--- config.mk ---
export PLATFORM = sky130hd
export DESIGN_NAME = usb_common_ctrl
export DESIGN_NICKNAME = d
export VERILOG_FILES = /design/src/rtl/usb_common_pkg.sv /design/src/rtl/usb_common_ctrl.sv
export SDC_FILE = /design/constraint.sdc
export NUM_CORES = 2
export LEC_CHECK = 0
export BUFFER_PORTS_ARGS = -buffer_cell sky130_fd_sc_hd__buf_2
export CELL_PAD_IN_SITES_DETAIL_PLACEMENT = 1
export CELL_PAD_IN_SITES_GLOBAL_PLACEMENT = 2
export CORE_MARGIN = 2
export CORE_UTILIZATION = 44
export CTS_BUF_LIST = sky130_fd_sc_hd__clkbuf_2 sky130_fd_sc_hd__clkbuf_4 sky130_fd_sc_hd__clkbuf_8
export DETAILED_ROUTE_END_ITERATION = 8
export GPL_TIMING_DRIVEN = 0
export PLACE_DENSITY = 0.95
export SLEW_MARGIN = 20
export SYNTH_ARGS = -nofsm -noshare
export SYNTH_HDL_FRONTEND = slang
export SYNTH_SLANG_ARGS = --single-unit
--- constraint.sdc ---
create_clock -name REF_CLK_I -period 6.19 [get_ports REF_CLK_I]
set_clock_uncertainty 0.05 [all_clocks]
set_input_delay 1.857 -clock REF_CLK_I [delete_from_list [all_inputs] [get_ports REF_CLK_I]]
set_output_delay 1.857 -clock REF_CLK_I [all_outputs]
set_load 0.005 [all_outputs]
--- src/rtl/usb_common_pkg.sv ---
package usb_common_pkg;
  // ********
  // Register byte offsets
  // ********
  localparam logic [9:0] OFS_FUNCTION_ADDRESS = 10'h000;
  localparam logic [9:0] OFS_POWER = 10'h001;
  localparam logic [9:0] OFS_TX_FLAGS = 10'h002;
  localparam logic [9:0] OFS_RX_FLAGS = 10'h004;
  localparam logic [9:0] OFS_TX_EN = 10'h006;
  localparam logic [9:0] OFS_RX_EN = 10'h008;
  localparam logic [9:0] OFS_USB_FLAGS = 10'h00a;
  localparam logic [9:0] OFS_USB_EN = 10'h00b;
  localparam logic [9:0] OFS_FRAME = 10'h00c;
  localparam logic [9:0] OFS_DEV_CTL = 10'h060;
  localparam logic [9:0] OFS_RX_FIFO_SIZE = 10'h063;
  localparam logic [9:0] OFS_TX_FIFO_START = 10'h064;
  localparam logic [9:0] OFS_RX_FIFO_START = 10'h066;
  localparam logic [9:0] OFS_HW_VERSION = 10'h06c;
  localparam logic [9:0] OFS_EP_INFO = 10'h078;
  localparam logic [9:0] OFS_RAM_INFO = 10'h079;
  localparam logic [9:0] OFS_LINK_DELAY = 10'h07a;
  localparam logic [9:0] OFS_HS_EOF = 10'h07c;
  localparam logic [9:0] OFS_FS_EOF = 10'h07d;
  localparam logic [9:0] OFS_LS_EOF = 10'h07e;
  localparam logic [9:0] OFS_RQ_COUNT = 10'h300;
  // ********
  // Reset values
  // ********
  localparam logic [6:0] RST_FUNCTION_ADDRESS = 7'h00;
  localparam logic [7:0] RST_POWER = 8'h20;
  localparam logic [15:0] RST_TX_EN = 16'hffff;
  localparam logic [15:0] RST_RX_EN = 16'hfffe;
  localparam logic [7:0] RST_USB_EN = 8'h06;
  localparam logic [7:0] RST_LINK_DELAY = 8'h5c;
  localparam logic [7:0] RST_HS_EOF = 8'h80;
  localparam logic [7:0] RST_FS_EOF = 8'h00;
  localparam logic [7:0] RST_LS_EOF = 8'h72;
  localparam logic [15:0] RST_RQ_COUNT = 16'h0000;
  // ********
  // Power register bit positions
  // ********
  localparam int PWR_ISO_UPDATE = 7;
  localparam int PWR_SOFT_CONN = 6;
  localparam int PWR_HIGH_SPEED_ALLOW = 5;
  localparam int PWR_HIGH_SPEED_ACTIVE = 4;
  localparam int PWR_RESET = 3;
  localparam int PWR_RESUME = 2;
  localparam int PWR_SUSPEND_MODE = 1;
  localparam int PWR_SUSPEND_OUTPUT_ENABLE = 0;
  // ********
  // Common bus event flag positions
  // ********
  localparam int EVT_SUPPLY_DROP = 7;
  localparam int EVT_SESSION_REQ = 6;
  localparam int EVT_DISCONNECT = 5;
  localparam int EVT_CONNECT = 4;
  localparam int EVT_SOF = 3;
  localparam int EVT_RESET_BABBLE = 2;
  localparam int EVT_RESUME = 1;
  localparam int EVT_SUSPEND = 0;
  // ********
  // Sizes
  // ********
  localparam int ENDPOINTS = 16;
  localparam int FRAME_BITS = 11;
  localparam int HOST_MODE_BIT = 2;
endpackage
--- src/rtl/usb_common_ctrl.sv ---
`timescale 1ns/10ps
// Functional notes
// - Address is 7 bits; bit 7 reads zero
// - Iso update holds packet until SOF; else zero-length
// - Soft connect bit enables or tri-states line drivers
// - High speed allow enables chirp negotiation at reset
// - High speed active latched at reset end
// - Reset status bit mirrors bus reset signalling
// - Host mode sets resume bit on resume detected while suspended
// - Suspend bit set, cleared by flag read or resume
// - Suspend output enable gates the transceiver suspend signal
// - Sixteen transmit endpoint flags, endpoint n at bit n
// - Receive flags endpoints 1-15, bit 0 zero
// - Sixteen writable transmit endpoint enables
// - Receive enables 1-15, bit 0 reads zero
// - Supply drop flag while A device
// - Session request flag while A device
// - Disconnect or session end; connect in host
// - Start of frame flag each new frame
// - Reset in peripheral, babble after first SOF
// - Resume while suspended; suspend in peripheral mode
// - Eight enables match the common event flags
// - Frame register holds last frame number
// - Requested packet counters per receive endpoint, reset zero
// - Endpoint enables reset to all ones, receive fffe
// - Common event enables reset to 06
// - Device control bit 2 reports host mode

// ********
// Event FIFO
// ********
module usb_event_fifo #(
  parameter int WIDTH = 5,
  parameter int DEPTH = 32
) (
  input wire logic clk_i,
  input wire logic rst_i,
  input wire logic in_valid_i,
  output logic in_ready_o,
  input wire logic [WIDTH-1:0] in_data_i,
  output logic out_valid_o,
  input wire logic out_ready_i,
  output logic [WIDTH-1:0] out_data_o
);
  localparam int AW = (DEPTH > 1) ? $clog2(DEPTH) : 1;
  localparam int CW = $clog2(DEPTH + 1);
  localparam logic [CW-1:0] FULL_COUNT = CW'(DEPTH);

  if (DEPTH < 2 || (DEPTH & (DEPTH - 1)) != 0) begin : g_depth_check
    $error("FIFO depth must be a power of two of at least 2");
  end
  if (WIDTH < 1) begin : g_width_check
    $error("FIFO width must be at least 1");
  end

  typedef struct packed {
    logic [DEPTH-1:0][WIDTH-1:0] mem;
    logic [AW-1:0] wr_ptr;
    logic [AW-1:0] rd_ptr;
    logic [CW-1:0] count;
    logic in_ready;
  } fifo_s;

  fifo_s q_r;
  fifo_s q_nxt;
  logic push;
  logic pop;

  // Push and pop decisions; ready is registered from the next count
  always_comb begin
    q_nxt = q_r;
    push = in_valid_i & q_r.in_ready;
    pop = out_ready_i & (q_r.count != '0);
    if (push) begin
      q_nxt.mem[q_r.wr_ptr] = in_data_i;
      q_nxt.wr_ptr = q_r.wr_ptr + 1'b1;
    end
    if (pop) begin
      q_nxt.rd_ptr = q_r.rd_ptr + 1'b1;
    end
    if (push && !pop) begin
      q_nxt.count = q_r.count + 1'b1;
    end else if (pop && !push) begin
      q_nxt.count = q_r.count - 1'b1;
    end
    q_nxt.in_ready = (q_nxt.count != FULL_COUNT);
  end

  // State register
  always_ff @(posedge clk_i) begin
    if (rst_i) begin
      q_r <= '0;
      q_r.in_ready <= 1'b1;
    end else begin
      q_r <= q_nxt;
    end
  end

  assign in_ready_o = q_r.in_ready;
  assign out_valid_o = (q_r.count != '0);
  assign out_data_o = q_r.mem[q_r.rd_ptr];
endmodule

// ********
// Common control and status
// ********
module usb_common_ctrl
  import usb_common_pkg::*;
#(
  parameter int FIFO_DEPTH = 32,
  parameter bit SOFT_CONN_SUPPORTED = 1'b1,
  parameter logic [15:0] HW_VERSION = 16'h0100, // Arbitrary value
  parameter logic [7:0] EP_INFO = 8'hff,
  parameter logic [7:0] RAM_INFO = 8'h00
) (
  input wire logic REF_CLK_I,
  input wire logic SYS_RST_I,
  input wire logic [9:0] ADDR_I,
  input wire logic WR_I,
  input wire logic RD_I,
  input wire logic [7:0] WDATA_I,
  output logic [7:0] RDATA_O,
  output logic RVALID_O,
  input wire logic HOST_MODE_I,
  input wire logic A_DEVICE_I,
  input wire logic BUS_RESET_I,
  input wire logic HS_CHIRP_OK_I,
  input wire logic RESUME_DET_I,
  input wire logic SUSPEND_DET_I,
  input wire logic SUPPLY_DROP_I,
  input wire logic SESSION_REQ_I,
  input wire logic DISCONNECT_I,
  input wire logic SESSION_END_I,
  input wire logic CONNECT_I,
  input wire logic BABBLE_I,
  input wire logic SOF_I,
  input wire logic [10:0] FRAME_NUM_I,
  input wire logic TX_PACKET_LOADED_I,
  input wire logic IN_TOKEN_I,
  input wire logic EP_EVT_VALID_I,
  input wire logic EP_EVT_RX_I,
  input wire logic [3:0] EP_EVT_NUM_I,
  output logic EP_EVT_READY_O,
  output logic SEND_PACKET_O,
  output logic SEND_ZERO_LEN_O,
  output logic LINE_DRV_EN_O,
  output logic HIGH_SPEED_ALLOW_O,
  output logic RESUME_OUT_O,
  output logic PHY_SUSPEND_OUT_N_O,
  output logic IRQ_O
);
  if (FIFO_DEPTH < 2) begin : g_depth_check
    $error("FIFO_DEPTH must be at least 2");
  end

  typedef struct packed {
    logic [6:0] function_address;
    logic [7:0] power;
    logic [15:0] tx_flags;
    logic [15:0] rx_flags;
    logic [15:0] tx_en;
    logic [15:0] rx_en;
    logic [7:0] usb_flags;
    logic [7:0] usb_en;
    logic [FRAME_BITS-1:0] frame;
    logic [7:0] rx_fifo_size;
    logic [15:0] tx_fifo_start;
    logic [15:0] rx_fifo_start;
    logic [7:0] link_delay;
    logic [7:0] hs_eof;
    logic [7:0] fs_eof;
    logic [7:0] ls_eof;
    logic [ENDPOINTS-1:1][15:0] rq_count;
    logic bus_reset_q;
    logic sof_seen;
    logic iso_wait;
    logic [7:0] rdata;
    logic rvalid;
    logic send_pkt;
    logic send_zlp;
    logic line_drv;
    logic suspend_n;
    logic irq;
  } ctrl_s;

  ctrl_s q_r;
  ctrl_s q_nxt;
  logic evt_valid;
  logic evt_ready;
  logic [4:0] evt_data;
  logic flag_read;

  // Endpoint events queue here; draining stalls while software reads the flags
  usb_event_fifo #(
    .WIDTH(5),
    .DEPTH(FIFO_DEPTH)
  ) u_fifo (
    .clk_i(REF_CLK_I),
    .rst_i(SYS_RST_I),
    .in_valid_i(EP_EVT_VALID_I),
    .in_ready_o(EP_EVT_READY_O),
    .in_data_i({EP_EVT_RX_I, EP_EVT_NUM_I}),
    .out_valid_o(evt_valid),
    .out_ready_i(evt_ready),
    .out_data_o(evt_data)
  );

  // Byte lane of a 16-bit register
  function automatic logic [7:0] lane(input logic [15:0] v, input logic hi);
    lane = hi ? v[15:8] : v[7:0];
  endfunction

  // Next state of all registers
  always_comb begin
    logic [7:0] rd;
    logic [7:0] ev;
    logic rst_end;
    rd = '0;
    ev = '0;
    rst_end = 1'b0;
    q_nxt = q_r;
    flag_read = RD_I && (ADDR_I[9:1] == OFS_TX_FLAGS[9:1] ||
                         ADDR_I[9:1] == OFS_RX_FLAGS[9:1]);
    evt_ready = ~flag_read;
    // Read mux; clears follow below and lose to new sets
    unique case (ADDR_I)
      OFS_FUNCTION_ADDRESS: rd = {1'b0, q_r.function_address};
      OFS_POWER: rd = q_r.power;
      OFS_TX_FLAGS, OFS_TX_FLAGS + 10'h001: rd = lane(q_r.tx_flags, ADDR_I[0]);
      OFS_RX_FLAGS, OFS_RX_FLAGS + 10'h001: rd = lane(q_r.rx_flags, ADDR_I[0]);
      OFS_TX_EN, OFS_TX_EN + 10'h001: rd = lane(q_r.tx_en, ADDR_I[0]);
      OFS_RX_EN, OFS_RX_EN + 10'h001: rd = lane(q_r.rx_en, ADDR_I[0]);
      OFS_USB_FLAGS: rd = q_r.usb_flags;
      OFS_USB_EN: rd = q_r.usb_en;
      OFS_FRAME, OFS_FRAME + 10'h001: rd = lane(16'(q_r.frame), ADDR_I[0]);
      OFS_DEV_CTL: rd = 8'(HOST_MODE_I) << HOST_MODE_BIT;
      OFS_RX_FIFO_SIZE: rd = q_r.rx_fifo_size;
      OFS_TX_FIFO_START, OFS_TX_FIFO_START + 10'h001: rd = lane(q_r.tx_fifo_start, ADDR_I[0]);
      OFS_RX_FIFO_START, OFS_RX_FIFO_START + 10'h001: rd = lane(q_r.rx_fifo_start, ADDR_I[0]);
      OFS_HW_VERSION, OFS_HW_VERSION + 10'h001: rd = lane(HW_VERSION, ADDR_I[0]);
      OFS_EP_INFO: rd = EP_INFO;
      OFS_RAM_INFO: rd = RAM_INFO;
      OFS_LINK_DELAY: rd = q_r.link_delay;
      OFS_HS_EOF: rd = q_r.hs_eof;
      OFS_FS_EOF: rd = q_r.fs_eof;
      OFS_LS_EOF: rd = q_r.ls_eof;
      default: begin
        if (ADDR_I[9:5] == OFS_RQ_COUNT[9:5] && ADDR_I[4:1] != 4'h0) begin
          rd = lane(q_r.rq_count[ADDR_I[4:1]], ADDR_I[0]);
        end
      end
    endcase
    q_nxt.rvalid = RD_I;
    if (RD_I) begin
      q_nxt.rdata = rd;
    end
    // Flag registers clear on read, one byte lane at a time
    if (RD_I && ADDR_I == OFS_TX_FLAGS) q_nxt.tx_flags[7:0] = '0;
    if (RD_I && ADDR_I == OFS_TX_FLAGS + 10'h001) q_nxt.tx_flags[15:8] = '0;
    if (RD_I && ADDR_I == OFS_RX_FLAGS) q_nxt.rx_flags[7:0] = '0;
    if (RD_I && ADDR_I == OFS_RX_FLAGS + 10'h001) q_nxt.rx_flags[15:8] = '0;
    if (RD_I && ADDR_I == OFS_USB_FLAGS) begin
      q_nxt.usb_flags = '0;
      q_nxt.power[PWR_SUSPEND_MODE] = 1'b0;
    end
    // Register writes
    if (WR_I) begin
      unique case (ADDR_I)
        OFS_FUNCTION_ADDRESS: q_nxt.function_address = WDATA_I[6:0];
        OFS_POWER: begin
          q_nxt.power[PWR_ISO_UPDATE] = WDATA_I[PWR_ISO_UPDATE];
          q_nxt.power[PWR_SOFT_CONN] = WDATA_I[PWR_SOFT_CONN];
          q_nxt.power[PWR_HIGH_SPEED_ALLOW] = WDATA_I[PWR_HIGH_SPEED_ALLOW];
          q_nxt.power[PWR_RESUME] = WDATA_I[PWR_RESUME];
          q_nxt.power[PWR_SUSPEND_OUTPUT_ENABLE] = WDATA_I[PWR_SUSPEND_OUTPUT_ENABLE];
          if (HOST_MODE_I && WDATA_I[PWR_SUSPEND_MODE]) begin
            q_nxt.power[PWR_SUSPEND_MODE] = 1'b1;
          end
          if (WDATA_I[PWR_RESUME]) begin
            q_nxt.power[PWR_SUSPEND_MODE] = 1'b0;
          end
        end
        OFS_TX_EN: q_nxt.tx_en[7:0] = WDATA_I;
        OFS_TX_EN + 10'h001: q_nxt.tx_en[15:8] = WDATA_I;
        OFS_RX_EN: q_nxt.rx_en[7:0] = {WDATA_I[7:1], 1'b0};
        OFS_RX_EN + 10'h001: q_nxt.rx_en[15:8] = WDATA_I;
        OFS_USB_EN: q_nxt.usb_en = WDATA_I;
        OFS_RX_FIFO_SIZE: q_nxt.rx_fifo_size = WDATA_I;
        OFS_TX_FIFO_START: q_nxt.tx_fifo_start[7:0] = WDATA_I;
        OFS_TX_FIFO_START + 10'h001: q_nxt.tx_fifo_start[15:8] = WDATA_I;
        OFS_RX_FIFO_START: q_nxt.rx_fifo_start[7:0] = WDATA_I;
        OFS_RX_FIFO_START + 10'h001: q_nxt.rx_fifo_start[15:8] = WDATA_I;
        OFS_LINK_DELAY: q_nxt.link_delay = WDATA_I;
        OFS_HS_EOF: q_nxt.hs_eof = WDATA_I;
        OFS_FS_EOF: q_nxt.fs_eof = WDATA_I;
        OFS_LS_EOF: q_nxt.ls_eof = WDATA_I;
        default: begin
          if (ADDR_I[9:5] == OFS_RQ_COUNT[9:5] && ADDR_I[4:1] != 4'h0) begin
            q_nxt.rq_count[ADDR_I[4:1]][{ADDR_I[0], 3'h0} +: 8] = WDATA_I;
          end
        end
      endcase
    end
    // Endpoint events from the FIFO set flags after any clear
    if (evt_valid && evt_ready) begin
      if (!evt_data[4]) begin
        q_nxt.tx_flags[evt_data[3:0]] = 1'b1;
      end else if (evt_data[3:0] != 4'h0) begin
        q_nxt.rx_flags[evt_data[3:0]] = 1'b1;
      end
    end
    // Bus reset tracking and high speed result
    q_nxt.bus_reset_q = BUS_RESET_I;
    q_nxt.power[PWR_RESET] = BUS_RESET_I;
    rst_end = q_r.bus_reset_q & ~BUS_RESET_I;
    if (rst_end) begin
      q_nxt.power[PWR_HIGH_SPEED_ACTIVE] = HS_CHIRP_OK_I &
                                            q_r.power[PWR_HIGH_SPEED_ALLOW];
    end
    if (SESSION_END_I || DISCONNECT_I) begin
      q_nxt.power[PWR_HIGH_SPEED_ACTIVE] = 1'b0;
    end
    // Suspend and resume from the line
    if (!HOST_MODE_I && SUSPEND_DET_I) begin
      q_nxt.power[PWR_SUSPEND_MODE] = 1'b1;
    end
    if (HOST_MODE_I && RESUME_DET_I && q_r.power[PWR_SUSPEND_MODE]) begin
      q_nxt.power[PWR_RESUME] = 1'b1;
    end
    // Babble is armed only once a frame has been sent
    if (BUS_RESET_I || !HOST_MODE_I) begin
      q_nxt.sof_seen = 1'b0;
    end else if (SOF_I) begin
      q_nxt.sof_seen = 1'b1;
    end
    // Common bus events; sets win over the read clear
    ev[EVT_SUPPLY_DROP] = SUPPLY_DROP_I & A_DEVICE_I;
    ev[EVT_SESSION_REQ] = SESSION_REQ_I & A_DEVICE_I;
    ev[EVT_DISCONNECT] = HOST_MODE_I ? DISCONNECT_I : SESSION_END_I;
    ev[EVT_CONNECT] = HOST_MODE_I & CONNECT_I;
    ev[EVT_SOF] = SOF_I;
    ev[EVT_RESET_BABBLE] = HOST_MODE_I ? (BABBLE_I & q_r.sof_seen)
                                       : (BUS_RESET_I & ~q_r.bus_reset_q);
    ev[EVT_RESUME] = RESUME_DET_I & q_r.power[PWR_SUSPEND_MODE];
    ev[EVT_SUSPEND] = SUSPEND_DET_I & ~HOST_MODE_I;
    q_nxt.usb_flags = q_nxt.usb_flags | ev;
    // Frame number capture
    if (SOF_I) begin
      q_nxt.frame = FRAME_NUM_I;
    end
    // Isochronous hold: packet waits for SOF, IN before it gets zero length
    if (TX_PACKET_LOADED_I && q_r.power[PWR_ISO_UPDATE]) begin
      q_nxt.iso_wait = 1'b1;
    end
    if (SOF_I || !q_r.power[PWR_ISO_UPDATE]) begin
      q_nxt.iso_wait = 1'b0;
    end
    q_nxt.send_zlp = IN_TOKEN_I & q_r.iso_wait;
    q_nxt.send_pkt = IN_TOKEN_I & ~q_r.iso_wait;
    // Pin level outputs
    q_nxt.line_drv = SOFT_CONN_SUPPORTED & q_nxt.power[PWR_SOFT_CONN];
    q_nxt.suspend_n = ~(q_nxt.power[PWR_SUSPEND_OUTPUT_ENABLE] &
                        q_nxt.power[PWR_SUSPEND_MODE]);
    q_nxt.irq = |(q_nxt.tx_flags & q_nxt.tx_en) |
                |(q_nxt.rx_flags & q_nxt.rx_en) |
                |(q_nxt.usb_flags & q_nxt.usb_en);
  end

  // Reset values of every register
  localparam ctrl_s RST_STATE = '{function_address: RST_FUNCTION_ADDRESS, power: RST_POWER, tx_en: RST_TX_EN,
    rx_en: RST_RX_EN, usb_en: RST_USB_EN, link_delay: RST_LINK_DELAY, hs_eof: RST_HS_EOF,
    fs_eof: RST_FS_EOF, ls_eof: RST_LS_EOF, rq_count: {(ENDPOINTS - 1){RST_RQ_COUNT}},
    suspend_n: 1'b1, default: '0};

  // State register
  always_ff @(posedge REF_CLK_I) begin
    if (SYS_RST_I) begin
      q_r <= RST_STATE;
    end else begin
      q_r <= q_nxt;
    end
  end

  assign RDATA_O = q_r.rdata;
  assign RVALID_O = q_r.rvalid;
  assign SEND_PACKET_O = q_r.send_pkt;
  assign SEND_ZERO_LEN_O = q_r.send_zlp;
  assign LINE_DRV_EN_O = q_r.line_drv;
  assign HIGH_SPEED_ALLOW_O = q_r.power[PWR_HIGH_SPEED_ALLOW];
  assign RESUME_OUT_O = q_r.power[PWR_RESUME];
  assign PHY_SUSPEND_OUT_N_O = q_r.suspend_n;
  assign IRQ_O = q_r.irq;
endmodule

---- Yosys cells after proc, flatten, opt, wreduce, memory -nomap -nowiden ----
Cells that the tools add are included.
operators by class
  add/sub/neg operators ................... 5
  magnitude comparators ................... 7
  equal/unequal tests ..................... 31
  shift operators ......................... 2
  mux-type cells .......................... 52
  bitwise operators ....................... 29
  reduce and logical (&&, ||, !) cells .... 60
operators with widths
  cell                                                                    count
  240-bit bitwise mux                                                     1
  160-bit bitwise mux                                                     1
  8-bit 2-to-1 mux                                                        20
  8-bit case mux with 20 select lines                                     1
  10-bit by 7-bit == test with 1-bit output, second input constant        14
  16-bit 2-to-1 mux                                                       5
  16-bit binary-select mux with 4-bit select                              1
  16-bit demux with 4-bit select                                          1
  32-bit 2-to-1 mux                                                       2
  10-bit by 4-bit == test with 1-bit output, second input constant        6
  16-bit OR reduction                                                     3
  10-bit by 3-bit == test with 1-bit output, second input constant        4
  16-bit AND                                                              2
  16-bit OR                                                               2
  5-bit binary-select mux with 5-bit select                               1
  5-bit demux with 5-bit select                                           1
  2-bit AND reduction                                                     12
  2-bit OR reduction                                                      11
  10-bit by 2-bit == test with 1-bit output, second input constant        2
  1-bit logical AND                                                       18
  8-bit by 6-bit variable shift with 16-bit output, first input constant  1
  8-bit by 6-bit indexed part select with 16-bit output                   1
  1-bit AND                                                               14
  5-bit by 6-bit < comparator with 1-bit output, second input constant    2
  30 further kinds                                                        60
storage, ports and cells
  register bits after elaboration ......... 612
  bits of input ports ..................... 54
  output and inout bits ................... 17

---- Longest topological paths before layout ----
  depth in word-level cells ............... 14
  mapped depth ............................ 15

---- Modules after synthesis ----
Synthesis repeated with hierarchy kept, for this count alone.
unflattened totals
  cell total of the unflattened synthesis .. 3057
  area, all modules ....................... 28229.6 sq um
by module, submodules not included
  module           instances  cells each  area each (sq um)  seq. area each (sq um)
  usb_common_ctrl  1          2072        20005.4            8668.3
  usb_event_fifo   1          985         8224.1             3543.4

---- Worst setup path after synthesis ----
Ideal clock, no wire load.
  path kind ............................... input to register
  from .................................... in ADDR_I[1]
  to ...................................... reg q_r (netlist bit RDATA_O[1])
  data arrival time ....................... 4.090 ns
  required time ........................... 6.009 ns
  slack ................................... 1.919 ns
  cell stages on the path ................. 9
  buffers on the path ..................... 3
  cell sequence ........................... buf_2 > buf_2 > buf_1 > mux4_2 > mux2_2 > a221oi_1 > nor3_1 > a2111oi_0 > nor3_1
on the way
  word-level cells in the longest chain between the ends .. 5
RTL lines
  what                                        RTL line                RTL
  start, declared                             usb_common_ctrl.sv:118  input wire logic [9:0] ADDR_I,
  16-bit binary-select mux with 4-bit select  usb_common_ctrl.sv:249  rd = lane(q_r.rq_count[ADDR_I[4:1]], ADDR_I[0]);
  16-bit 2-to-1 mux (not written as such)     usb_common_ctrl.sv:249
  8-bit 2-to-1 mux                            usb_common_ctrl.sv:210  lane = hi ? v[15:8] : v[7:0];
  8-bit 2-to-1 mux                            usb_common_ctrl.sv:248  if (ADDR_I[9:5] == OFS_RQ_COUNT[9:5] && ADDR_I[4:1] != 4'h0) begin
  8-bit case mux with 20 select lines *       usb_common_ctrl.sv:226  unique case (ADDR_I)
  end signal, assigned                        usb_common_ctrl.sv:380  q_r <= q_nxt;
  end, declared                               usb_common_ctrl.sv:186  ctrl_s q_r;
Every way passes the cells marked *; elsewhere a longest branch is shown, timed or not. The select of a mux whose other input is x is not followed.
A chain may end at the register's enable or synchronous reset.

---- Worst setup path in the final report ----
  from .................................... in ADDR_I[0]
  to ...................................... reg q_r (netlist bit RDATA_O[1])
on the way
  word-level cells in the longest chain between the ends .. 3
RTL lines
  what                                                               RTL line
  10-bit by 7-bit == test with 1-bit output (tied with other cells)  usb_common_ctrl.sv:226
  2-bit OR reduction or 8-bit 2-to-1 mux (tied branches)             n/a
  8-bit case mux with 20 select lines *                              usb_common_ctrl.sv:226
Every way passes the cells marked *; elsewhere a longest branch is shown, timed or not.

==> run summary <==
Status - finished, final reports clean
Initial antenna violation count - 5
Drt wl/cell - 28.0 um
# fillers - 7,330
Endpoints failing setup - 0
CP Class - input pin to register
Die Ht - 255 um
Max incr delay on CP - 0.93 ns
Gr ovfl total - 0
Sw Ratio - 29.2%
PortBufs - 61
Min Hold Slack - 0.407 ns
Clk_lat worst skew - 0.74 ns
Synthesis Warnings - 0
Post-synth cell types - 83
Mapped cell area - 27,600 um2
CTS tree - done
Final WL - 117,000 um
All-Layer GR Usage - 35.6%
Total core area - 61,900 um2
CP required - 6.70 ns
Synth Register Bits - 610
Critical path arrival - 6.37 ns
Mean Syn Cell Area - 8.93 um2
Yosys top cell by area - dfxtp_1
Period minus WS final - 5.86 ns
Max cap viols - 0
Total CTS buffers - 105
Worst-path clk slew - 0.06 ns
Clk sink count - 610
DRC viols - 0
Synth top cells by count - dfxtp_1 (610), nand2_1 (425), nor2_1 (373)
Slowest cell on the critical path - a2111oi_0
Worst slew pin tran - 1.24 ns
Quantity of hold-fixing buffers added after cts - 0
Internal Pwr Total - 0.00663 W
CP Capture Type - register
Htree depth - 3
Cts repair resizes - 0
Number of cell rows - 91
Io pins - 71
Pin count of the biggest net entering global routing - 15
Die Footprint - 64,800 um2
Starting Density - 44.6%
Tcrit/Tclk final - 94.6%
Clock network fraction of total power - 42.6%
Detail-routed via count per cell - 6.27
Reg power frac - 43.3%
Sw Pwr - 0.00273 W
RSZ-0062 raised after global routing - no
Max Freq - 171 MHz
DR vias - 26,200
Die W - 255 um
EDFF count, synth - 0
DP HPWL - 84,900 um
Reg2Reg Depth - 11
Nets@finish - 3,326
Most numerous cell in the Yosys netlist - dfxtp_1
CP dominant cell by count - clkbuf_1
Synth area leaders - dfxtp_1 (44%), mux2i_1 (9.7%), mux4_2 (5.9%)
First-pass GRT wire length - 172,000 um
Primary FF master, synth - dfxtp_1
Vias in the first global route - 26,600
Power per cell area - 299 nW/um2
Layout cell share with drive strength beyond 1 - 13.4%
VDD IR max - 0.000163 V
Logic gate share of total power - 14.0%
1st-iter DRT viols - 2,646
Crit path cell chain - buf_2 > clkbuf_1 > clkbuf_1 > clkbuf_1 > clkbuf_1 > o21ai_0 > a2111oi_0 > nor3_1
Slew Viols, Final - 0
Cells after Synth - 3,096
Post-synth ARST share - 0%
Sequential area share after synthesis - 44.2%
Maximum clock insertion buffer count - 3
Crit start category - input pin
Hold depth - 2
Root buffer cell - clkbuf_8
Leakage - 10.8 nW
Power, Total - 0.00936 W
Routed Antenna Nets - 0
RePlAce Congestion - 1.02
Largest fanout on the critical path - 10
P&R area growth vs syn - 13.2%
Final Hold Vio Count - 0
HP Class - register to register
Mapped Nets - 3,158
Drt pass-1 iters - 9
Max-slew headroom - 16.8%
Setup bufs post-CTS - 0
Synth top area share - 44.2%
cell usage in the layout, fill, tap and decap left out, types with 11 or more instances in the layout:
| cell type | netlist | layout |
|---|---|---|
| a22oi_1 | 80 | 80 |
| clkbuf_4 | 0 | 31 |
| nand3_1 | 228 | 228 |
| buf_1 | 26 | 25 |
| nor2b_1 | 16 | 16 |
| mux4_2 | 73 | 73 |
| a22o_1 | 14 | 14 |
| clkbuf_8 | 0 | 141 |
| a21oi_1 | 314 | 314 |
| nand2b_1 | 38 | 38 |
| nand4_1 | 17 | 17 |
| nor3_1 | 19 | 17 |
| clkinv_2 | 0 | 12 |
| nor2_1 | 373 | 373 |
| buf_2 | 26 | 87 |
| dfxtp_1 | 610 | 610 |
| clkbuf_1 | 199 | 198 |
| inv_1 | 34 | 34 |
| mux4_1 | 11 | 11 |
| mux2i_1 | 269 | 269 |
| a221oi_1 | 12 | 12 |
| mux2_2 | 37 | 37 |
| o21ai_0 | 36 | 36 |
| o22ai_1 | 16 | 16 |
| nand2_1 | 425 | 425 |
| buf_4 | 11 | 11 |
| and3_1 | 11 | 11 |
worst max-delay path, delay by kind of cell:
| kind | cells | cell delay (ns) |
|---|---|---|
| buf+inv | 5 | 3.13 |
| compound gates | 2 | 1.26 |
| simple gates | 1 | 0.10 |
registers in the layout, indices dropped and copies added (netlist names):
name and cells:
u_fifo.q_r 176, RESUME_OUT_O 1, RVALID_O 1, q_r 418
SEND_ZERO_LEN_O 1, u_fifo.in_ready_o 1, HIGH_SPEED_ALLOW_O 1, SEND_PACKET_O 1
RDATA_O 8, PHY_SUSPEND_OUT_N_O 1, IRQ_O 1
area by class of cell:
type | count | area [um2] | area share [%]
multi-input cells | 2184 | 14200 | 45.3
flip-flops and latches | 610 | 12200 | 39.0
plain buffers | 268 | 1150 | 3.67
repair buffers | 61 | 305 | 0.975
inverters | 34 | 128 | 0.408
clock buffers | 172 | 2170 | 6.94
clock inverters | 17 | 108 | 0.344
diodes | 1 | 2.50 | 0.00799
well taps | 837 | 1050 | 3.35
metal layers:
layer / wire [um] / track usage, %
met1: 47400 / 46.0
met3: 10800 / 7.80
met4: 6280 / 17.8
met2: 52600 / 56.4
met5: 23 / 0
per-stage QoR:
step	util (%)	TNS [ns]	instance area (um2)	instances	setup WS (ns)
after floorplan	-	0	27600	3096	1.92
after global placement	46.8	-0.0932	29000	3994	-0.0932
after detailed placement	46.8	-0.0629	29000	3994	-0.0629
after CTS	50.5	0	31300	4183	0.693
after global routing	50.5	0	31300	4184	0.530
final	50.5	0	31300	4184	0.331
worst paths after layout:
kind / from / end / slack, ns
setup reg to reg: u_fifo.q_r[8] / IRQ_O / 2.26
setup / recovery: ADDR_I[0] / RDATA_O[1] / 0.33
hold / removal: q_r[31] / q_r[31] / 0.41
hold reg to reg: q_r[31] / q_r[31] / 0.41
power by group through the flow:
stage | registers, W | logic (W) | clock network (W)
after CTS | 0.00405 | 0.00128 | 0.00400
final | 0.00405 | 0.00131 | 0.00399
after floorplan | 0.00411 | 0.000825 | 0
after detailed placement | 0.00414 | 0.00128 | 0
after global routing | 0.00406 | 0.00138 | 0.00416
after global placement | 0.00413 | 0.00125 | 0
kinds of logic after synthesis:
logic type               after synthesis  share of synthesized area, %
adder cells (fa/ha/maj)                8                         0.362
AO/OA/AOI/OAI                        573                          13.0
XOR/XNOR                              11                         0.349
buffers and inverters                302                          4.61
multiplexers                         390                          18.2
AND/OR/NAND/NOR                     1202                          19.3
flip-flops                           610                          44.2
(Power assumes the default switching activity.)
